--- src/core_regs_map.vh ---
// Register map, field positions and reset values of the core status and interrupt registers
// Behaviour
// - Status bit 7 selects indirect bank pair
// - Status bits 6-5 select direct bank
// - Timeout flag set by power-up/clear/sleep, cleared by timeout
// - Power-down flag set by power-up/clear, cleared by sleep
// - Flags not writable; ALU flag writes suppressed
// - Zero flag follows result equals zero
// - Digit carry from bit 3, inverted borrow
// - Carry from bit 7, inverted borrow
// - Subtract adds two's complement of operand
// - Rotates load carry with bit shifted out
// - Global enable gates every interrupt
// - Peripheral enable gates peripheral interrupts
// - Bit 5 enables timer overflow interrupt
// - Bit 4 enables external pin interrupt
// - External flag set on edge, software clears
// - Change flag set on upper port B change
// - Flags set regardless of enables
`ifndef CORE_REGS_MAP_VH
`define CORE_REGS_MAP_VH
`define ADDR_CORE_STATUS 8'h03
`define ADDR_INTERRUPT_CONTROL 8'h0b
`define ADDR_TIMER_PRESCALE_OPTIONS 8'h81
`define ST_IRP 7
`define ST_RP_HI 6
`define ST_RP_LO 5
`define ST_TO 4
`define ST_PD 3
`define ST_Z 2
`define ST_DC 1
`define ST_C 0
`define OPT_PORTB_PULLUP_DISABLE 7
`define OPT_EXT_INT_EDGE 6
`define OPT_TIMER0_SOURCE_SELECT 5
`define OPT_TIMER0_EDGE_SELECT 4
`define OPT_PSA 3
`define IC_GIE 7
`define IC_PERIPH_INT_ENABLE 6
`define IC_TIMER0_OVF_INT_ENABLE 5
`define IC_EXT_INT_ENABLE 4
`define IC_PORTB_CHANGE_INT_ENABLE 3
`define IC_TIMER0_OVF_FLAG 2
`define IC_EXT_INT_FLAG 1
`define IC_PORTB_CHANGE_FLAG 0
`define STATUS_RESET 8'h18
`define OPTION_RESET 8'hff
`define INTERRUPT_CONTROL_RESET 8'h00
`define OP_NONE 3'h0
`define OP_ADD 3'h1
`define OP_SUB 3'h2
`define OP_LOGIC 3'h3
`define OP_RLF 3'h4
`define OP_RRF 3'h5
`endif

--- src/core_status_interrupt_regs.v ---
// Core status, option and interrupt control registers with flag logic and Wishbone slave
//
// Our own choice: the Wishbone interface to the registers.
`timescale 1ns/1ps
`include "core_regs_map.vh"
module core_status_interrupt_regs (
  input wire clk_i,
  input wire rst_i,
  input wire cyc_i,
  input wire stb_i,
  input wire we_i,
  input wire [7:0] adr_i,
  input wire [7:0] dat_i,
  input wire sel_i,
  output reg [7:0] dat_o,
  output reg ack_o,
  input wire [2:0] alu_op_i,
  input wire [7:0] alu_a_i,
  input wire [7:0] alu_b_i,
  input wire alu_dest_status_i,
  output reg [7:0] alu_result_o,
  input wire clear_watchdog_instr_i,
  input wire sleep_instr_i,
  input wire watchdog_timeout_i,
  input wire [6:0] direct_addr_i,
  input wire [7:0] indirect_addr_i,
  output reg [8:0] direct_full_addr_o,
  output reg [8:0] indirect_full_addr_o,
  input wire timer0_overflow_i,
  input wire ext_int_pin_i,
  input wire [3:0] portb_upper_pins_i,
  input wire periph_int_req_i,
  input wire watchdog_tick_i,
  input wire timer0_clock_pin_i,
  input wire instr_cycle_tick_i,
  output reg timer0_tick_o,
  output reg watchdog_tick_o,
  output reg portb_pullup_enable_o,
  output reg int_request_o
);
  reg [7:0] core_status_reg;
  reg [7:0] timer_prescale_options_reg;
  reg [7:0] interrupt_control_reg;
  reg [7:0] prescaler_reg;
  reg [1:0] ext_sync_reg;
  reg ext_prev_reg;
  reg [3:0] pb_s1_reg;
  reg [3:0] pb_s2_reg;
  reg [3:0] pb_prev_reg;
  reg [1:0] t0ck_sync_reg;
  reg t0ck_prev_reg;
  reg [7:0] status_next;
  reg [7:0] interrupt_control_next;
  reg [8:0] sum;
  reg [4:0] nib;
  reg [7:0] result;
  reg zero_upd;
  reg carry_upd;
  reg dc_upd;
  reg carry_val;
  reg dc_val;
  reg ext_edge;
  reg t0_src_tick;
  reg pre_tap;
  reg pre_src;

  wire bus_req = cyc_i & stb_i & ~ack_o;
  wire bus_wr = bus_req & we_i & sel_i;
  wire wr_status = bus_wr && adr_i == `ADDR_CORE_STATUS;
  wire wr_interrupt_control = bus_wr && adr_i == `ADDR_INTERRUPT_CONTROL;
  wire wr_option = bus_wr && adr_i == `ADDR_TIMER_PRESCALE_OPTIONS;
  wire [2:0] prescaler_rate = timer_prescale_options_reg[2:0];
  wire prescaler_assign = timer_prescale_options_reg[`OPT_PSA];
  wire pb_change = |(pb_s2_reg ^ pb_prev_reg);

  // Low-bit mask of the prescaler count for a divide by two to the power sh
  function [7:0] rate_mask;
    input [3:0] sh;
    begin
      rate_mask = (8'h01 << sh) - 8'h01;
    end
  endfunction

  // ALU with flag generation
  always @* begin
    sum = 9'h000;
    nib = 5'h00;
    result = 8'h00;
    zero_upd = 1'b0;
    carry_upd = 1'b0;
    dc_upd = 1'b0;
    carry_val = 1'b0;
    dc_val = 1'b0;
    case (alu_op_i)
      `OP_ADD: begin
        sum = {1'b0, alu_a_i} + {1'b0, alu_b_i};
        nib = {1'b0, alu_a_i[3:0]} + {1'b0, alu_b_i[3:0]};
        result = sum[7:0];
        zero_upd = 1'b1;
        carry_upd = 1'b1;
        dc_upd = 1'b1;
        carry_val = sum[8];
        dc_val = nib[4];
      end
      `OP_SUB: begin
        // a + ~b + 1 so carries act as inverted borrows
        sum = {1'b0, alu_a_i} + {1'b0, ~alu_b_i} + 9'h001;
        nib = {1'b0, alu_a_i[3:0]} + {1'b0, ~alu_b_i[3:0]} + 5'h01;
        result = sum[7:0];
        zero_upd = 1'b1;
        carry_upd = 1'b1;
        dc_upd = 1'b1;
        carry_val = sum[8];
        dc_val = nib[4];
      end
      `OP_LOGIC: begin
        result = alu_a_i;
        zero_upd = 1'b1;
      end
      `OP_RLF: begin
        result = {alu_a_i[6:0], core_status_reg[`ST_C]};
        carry_upd = 1'b1;
        carry_val = alu_a_i[7];
      end
      `OP_RRF: begin
        result = {core_status_reg[`ST_C], alu_a_i[7:1]};
        carry_upd = 1'b1;
        carry_val = alu_a_i[0];
      end
      default: begin
        result = alu_a_i;
      end
    endcase
  end

  // Status register next value
  always @* begin
    status_next = core_status_reg;
    if (wr_status) begin
      status_next[7:5] = dat_i[7:5];
      // Software write of the ALU flags is blocked while the ALU updates them
      if (!(alu_dest_status_i && zero_upd)) status_next[`ST_Z] = dat_i[`ST_Z];
      if (!(alu_dest_status_i && dc_upd)) status_next[`ST_DC] = dat_i[`ST_DC];
      if (!(alu_dest_status_i && carry_upd)) status_next[`ST_C] = dat_i[`ST_C];
    end
    if (zero_upd) status_next[`ST_Z] = (result == 8'h00);
    if (dc_upd) status_next[`ST_DC] = dc_val;
    if (carry_upd) status_next[`ST_C] = carry_val;
    if (clear_watchdog_instr_i) begin
      status_next[`ST_TO] = 1'b1;
      status_next[`ST_PD] = 1'b1;
    end else if (sleep_instr_i) begin
      status_next[`ST_TO] = 1'b1;
      status_next[`ST_PD] = 1'b0;
    end
    if (watchdog_timeout_i) status_next[`ST_TO] = 1'b0;
  end

  // Edge detection on the synchronised external pin
  always @* begin
    if (timer_prescale_options_reg[`OPT_EXT_INT_EDGE]) begin
      ext_edge = ext_sync_reg[1] & ~ext_prev_reg;
    end else begin
      ext_edge = ~ext_sync_reg[1] & ext_prev_reg;
    end
  end

  // Interrupt control next value: hardware set wins over software clear
  always @* begin
    interrupt_control_next = interrupt_control_reg;
    if (wr_interrupt_control) interrupt_control_next = dat_i;
    if (timer0_overflow_i) interrupt_control_next[`IC_TIMER0_OVF_FLAG] = 1'b1;
    if (ext_edge) interrupt_control_next[`IC_EXT_INT_FLAG] = 1'b1;
    if (pb_change) interrupt_control_next[`IC_PORTB_CHANGE_FLAG] = 1'b1;
  end

  // Timer0 source and prescaler routing
  always @* begin
    if (timer_prescale_options_reg[`OPT_TIMER0_SOURCE_SELECT]) begin
      if (timer_prescale_options_reg[`OPT_TIMER0_EDGE_SELECT]) begin
        t0_src_tick = ~t0ck_sync_reg[1] & t0ck_prev_reg;
      end else begin
        t0_src_tick = t0ck_sync_reg[1] & ~t0ck_prev_reg;
      end
    end else begin
      t0_src_tick = instr_cycle_tick_i;
    end
    pre_src = prescaler_assign ? watchdog_tick_i : t0_src_tick;
    // Timer path taps one stage further: 000 is 1:2, watchdog 000 is 1:1
    if (prescaler_assign) begin
      pre_tap = pre_src && ((prescaler_reg & rate_mask({1'b0, prescaler_rate})) ==
        rate_mask({1'b0, prescaler_rate}));
    end else begin
      pre_tap = pre_src && ((prescaler_reg & rate_mask({1'b0, prescaler_rate} + 4'h1)) ==
        rate_mask({1'b0, prescaler_rate} + 4'h1));
    end
  end

  always @(posedge clk_i) begin
    if (rst_i) begin
      core_status_reg <= `STATUS_RESET;
      timer_prescale_options_reg <= `OPTION_RESET;
      interrupt_control_reg <= `INTERRUPT_CONTROL_RESET;
      prescaler_reg <= 8'h00;
      ext_sync_reg <= 2'b00;
      ext_prev_reg <= 1'b0;
      pb_s1_reg <= 4'h0;
      pb_s2_reg <= 4'h0;
      pb_prev_reg <= 4'h0;
      t0ck_sync_reg <= 2'b00;
      t0ck_prev_reg <= 1'b0;
      dat_o <= 8'h00;
      ack_o <= 1'b0;
      alu_result_o <= 8'h00;
      direct_full_addr_o <= 9'h000;
      indirect_full_addr_o <= 9'h000;
      timer0_tick_o <= 1'b0;
      watchdog_tick_o <= 1'b0;
      portb_pullup_enable_o <= 1'b0;
      int_request_o <= 1'b0;
    end else begin
      core_status_reg <= status_next;
      interrupt_control_reg <= interrupt_control_next;
      if (wr_option) timer_prescale_options_reg <= dat_i;
      ext_sync_reg <= {ext_sync_reg[0], ext_int_pin_i};
      ext_prev_reg <= ext_sync_reg[1];
      pb_s1_reg <= portb_upper_pins_i;
      pb_s2_reg <= pb_s1_reg;
      pb_prev_reg <= pb_s2_reg;
      t0ck_sync_reg <= {t0ck_sync_reg[0], timer0_clock_pin_i};
      t0ck_prev_reg <= t0ck_sync_reg[1];
      if (pre_src) prescaler_reg <= prescaler_reg + 8'h01;
      if (wr_option && dat_i[`OPT_PSA] != prescaler_assign) prescaler_reg <= 8'h00;
      timer0_tick_o <= prescaler_assign ? t0_src_tick : pre_tap;
      watchdog_tick_o <= prescaler_assign ? pre_tap : watchdog_tick_i;
      alu_result_o <= result;
      direct_full_addr_o <= {core_status_reg[`ST_RP_HI:`ST_RP_LO], direct_addr_i};
      indirect_full_addr_o <= {core_status_reg[`ST_IRP], indirect_addr_i};
      portb_pullup_enable_o <= ~timer_prescale_options_reg[`OPT_PORTB_PULLUP_DISABLE];
      int_request_o <= interrupt_control_reg[`IC_GIE] & (
        (interrupt_control_reg[`IC_TIMER0_OVF_INT_ENABLE] & interrupt_control_reg[`IC_TIMER0_OVF_FLAG]) |
        (interrupt_control_reg[`IC_EXT_INT_ENABLE] & interrupt_control_reg[`IC_EXT_INT_FLAG]) |
        (interrupt_control_reg[`IC_PORTB_CHANGE_INT_ENABLE] & interrupt_control_reg[`IC_PORTB_CHANGE_FLAG]) |
        (interrupt_control_reg[`IC_PERIPH_INT_ENABLE] & periph_int_req_i));
      ack_o <= bus_req;
      if (bus_req && !we_i) begin
        case (adr_i)
          `ADDR_CORE_STATUS: dat_o <= core_status_reg;
          `ADDR_INTERRUPT_CONTROL: dat_o <= interrupt_control_reg;
          `ADDR_TIMER_PRESCALE_OPTIONS: dat_o <= timer_prescale_options_reg;
          default: dat_o <= 8'h00;
        endcase
      end
    end
  end
endmodule

--- config.mk ---
export PLATFORM = sky130hd
export DESIGN_NAME = core_status_interrupt_regs
export DESIGN_NICKNAME = d
export VERILOG_FILES = /design/src/core_status_interrupt_regs.v
export VERILOG_INCLUDE_DIRS = /design/src
export SDC_FILE = /design/constraint.sdc
export NUM_CORES = 1
export LEC_CHECK = 0
export CAP_MARGIN = 20
export CORE_MARGIN = 3
export CORE_UTILIZATION = 60
export CTS_CLUSTER_DIAMETER = 80
export DETAILED_ROUTE_END_ITERATION = 6
export DONT_BUFFER_PORTS = 1
export PLACE_DENSITY_LB_ADDON = 0.12
export SYNTH_ARGS = -nofsm -noshare
export SYNTH_HDL_FRONTEND = slang
export SYNTH_SLANG_ARGS = --single-unit
export TNS_END_PERCENT = 10
--- constraint.sdc ---
create_clock -name clk_i -period 7.2 [get_ports clk_i]
set_clock_uncertainty 0.2 [all_clocks]
set_input_delay 1.44 -clock clk_i [delete_from_list [all_inputs] [get_ports clk_i]]
set_output_delay 1.44 -clock clk_i [all_outputs]
set_load 0.005 [all_outputs]
==> qor.csv <==
metric,value,unit
clkLatencyLatePin,0.36,ns
max_slew.worst_pin.slew,1.06,ns
track_usage,24.6,%
core,7450,sq um
synth_cells,551,
endpoint,prescaler_reg[5]$_SDFFE_PP0P_,
cts_htree_levels,3,
tns,0,ns
placementRows,31,
synth_cell_types,66,
cts.clk_slew.worst_paths,0.10,ns
avgSynthCellArea,8.58,sq um
root_buffer,clkbuf_8,
cts-resized-gates,0,
critPathBufInv,0,
setup_viol_count_final,0,
io_buffer_count,0,
cp_slowest_stage_delay,0.78,ns
areaGrowthSynthToFinish,4.95,%
insertedDiodeCount,0,
hold_viol_final,0,
final_cell_area,4960,sq um
crit_fanout,18,
critical_path_class,input port to flop,
antenna_found_initial,0,
die-height,94.8,microns
max_cap_viol_count,0,
synth-edff-count,0,
viasPerCell,6.20,
reg_top3,"direct_full_addr_o x9, indirect_full_addr_o x9",
fp.dieW,94.8,microns
reg2regPathDepth,11,
dieArea,8980,sq um
rr_endpoint,timer0_tick_o$_SDFF_PP0_,
post-route-period-util,50.0,%
path_cells,"nor4_2, nand2_2, nor4b_4, nand2_1, o21bai_2, nor2_1",
syn-num-nets,644,
r2r_setup_slack,3.99,ns
endpoint_kind,flop,
cts_hold_buf,0,
synthFlopType,dfxtp_1,
ant_nets,0,
ir_worst_vdd,0.136,mV
grt_pass1_wl,17600,microns
finalWeightedCongestion,0.888,
crit_cells,6,
reg2reg_from,timer_prescale_options_reg[1]$_SDFFE_PP1P_,
fin_crit,3.60,ns
slew_headroom,29.3,%
crit_family,simple AND/OR/NAND/NOR gates,
min_path_type,flop to flop,
initial_core_util,63.5,%
slew_violations,0,
ios,109,
mostFrequentLayoutCells,"dfxtp_1, nor2_1, nor2b_1",
dp_hpwl,8120,microns
ys_warn_count,0,
cts_setup_buffers,0,
ys_seq_area_share,37.7,%
status,completed,
cts_tree,built,
first_iter_violations,196,
dr.pass1.iters,5,
utilization,66.6,%
synth-seq-cells,89,
syn_area,4730,sq um
grt_pass1_vias,3609,
cp.arrival,3.64,ns
layout_commonest_cell,dfxtp_1,
clockBufferDepth,2,
grt-ovfl-total,0,
rsz0062_at_grt,no,
routed_wl,10800,microns
fmax,278,MHz
clock-sinks,89,
power.density,200,nW/um^2
routedWlPerCell,16.9,microns
synthArstFlopShare,0,%
cp.required,7.24,ns
cellLeakagePower,2.03,nW
fin_nets,628,
nFillCells,645,
vias,3963,
placed_cell_area,4740,sq um
crit_slowest_cell,nor4b_4,
drc,0,
crit_start,adr_i[2],
startpoint_type,input port,
cts_made_buffers,9,
drive_gt1_share,5.93,%
grt_start_max_net_pins,84,
==> layer usage <==
metal	global-route usage, %	vias to the layer above	share of wire, %
li1	-	1935	-
met1	32.2	1871	42
met2	40.6	141	50
met3	5.50	16	7.4
met4	6.97	0	1.3
met5	0	-	0
==> cell usage after synthesis (3+ instances only) <==
library cell	count	area (sq um)
buf_2	6	30.0
a21o_1	5	37.5
xor2_1	11	96.3
nand2_1	28	105
and3_1	7	43.8
nand2b_1	11	68.8
nor2_1	53	199
a211o_1	5	43.8
a2111oi_0	3	26.3
nor3b_1	3	22.5
or3_1	5	31.3
o22ai_1	10	62.6
mux2i_1	10	100
a21oi_1	35	175
dfxtp_1	89	1780
o221ai_1	3	26.3
a2bb2oi_1	9	78.8
nand3b_1	6	45.0
o21a_1	4	30.0
a222oi_1	8	80.1
o211ai_1	4	30.0
ha_1	21	263
a211oi_1	3	22.5
xnor2_1	7	61.3
a31oi_1	3	18.8
a221oi_1	4	35.0
nand3_1	16	80.1
nand4_1	5	31.3
nor2b_1	43	269
nor3_1	12	60.1
inv_1	30	113
o21ai_0	25	125
a22oi_1	4	30.0
clkbuf_1	20	75.1
==> stage by stage <==
stage	std cells	power [mW]	setup slack [ns]	hold WS [ns]
2_1_floorplan	551	0.622	3.63	0.213
6_report	639	0.995	3.60	0.239
3_5_place_dp	623	0.637	3.22	0.228
4_1_cts	639	1.00	3.60	0.248
5_1_grt	639	1.04	3.44	0.264
3_3_place_gp	623	0.635	3.23	0.219
==> logic make-up after synthesis <==
family          count (synthesis)  synth area share, %
simple gates                  208                 24.3
compound gates                141                 20.4
flops                          89                 37.7
buf+inv                        58                 4.76
mux                            14                 3.15
fa+ha+maj                      23                 6.40
xor+xnor                       18                 3.33
==> cell type report <==
type / instances / area (sq um) / share of cell area [%]
well taps: 99 / 124 / 2.50
multi-input cells: 404 / 2720 / 54.9
inverters: 31 / 116 / 2.34
clock buffers: 9 / 124 / 2.50
clock inverters: 7 / 95.1 / 1.92
flip-flops and latches: 89 / 1780 / 35.9
==> power by group <==
| part | switching [mW] | total [mW] | internal, mW |
|---|---|---|---|
| sequential | 0.0114 | 0.521 | 0.509 |
| combinational | 0.0576 | 0.106 | 0.0482 |
| clock | 0.197 | 0.368 | 0.171 |
==> worst min-delay path by stage <==
stage,endpoint,cells past startpoint,startpoint
3_3_place_gp,pb_s2_reg[2]$_SDFF_PP0_,1,pb_s1_reg[2]$_SDFF_PP0_
4_1_cts,pb_s2_reg[0]$_SDFF_PP0_,1,pb_s1_reg[0]$_SDFF_PP0_
5_1_grt,pb_s2_reg[1]$_SDFF_PP0_,1,pb_s1_reg[1]$_SDFF_PP0_
6_report,pb_s2_reg[0]$_SDFF_PP0_,1,pb_s1_reg[0]$_SDFF_PP0_
3_5_place_dp,pb_s2_reg[3]$_SDFF_PP0_,1,pb_s1_reg[3]$_SDFF_PP0_
2_1_floorplan,portb_pullup_enable_o$_SDFF_PP0_,1,timer_prescale_options_reg[7]$_SDFFE_PP1P_
==> worst reg2reg max path, delay by kind of cell, from the launching register on <==
family | cells | cell delay, ns
AND/OR/NAND/NOR | 3 | 0.51
adder cells (fa/ha/maj) | 2 | 0.66
AO/OA/AOI/OAI | 5 | 0.87
buffers and inverters | 1 | 0.21
flip-flops | 1 | 0.70
Note: power is estimated with default switching activity, not from simulation.
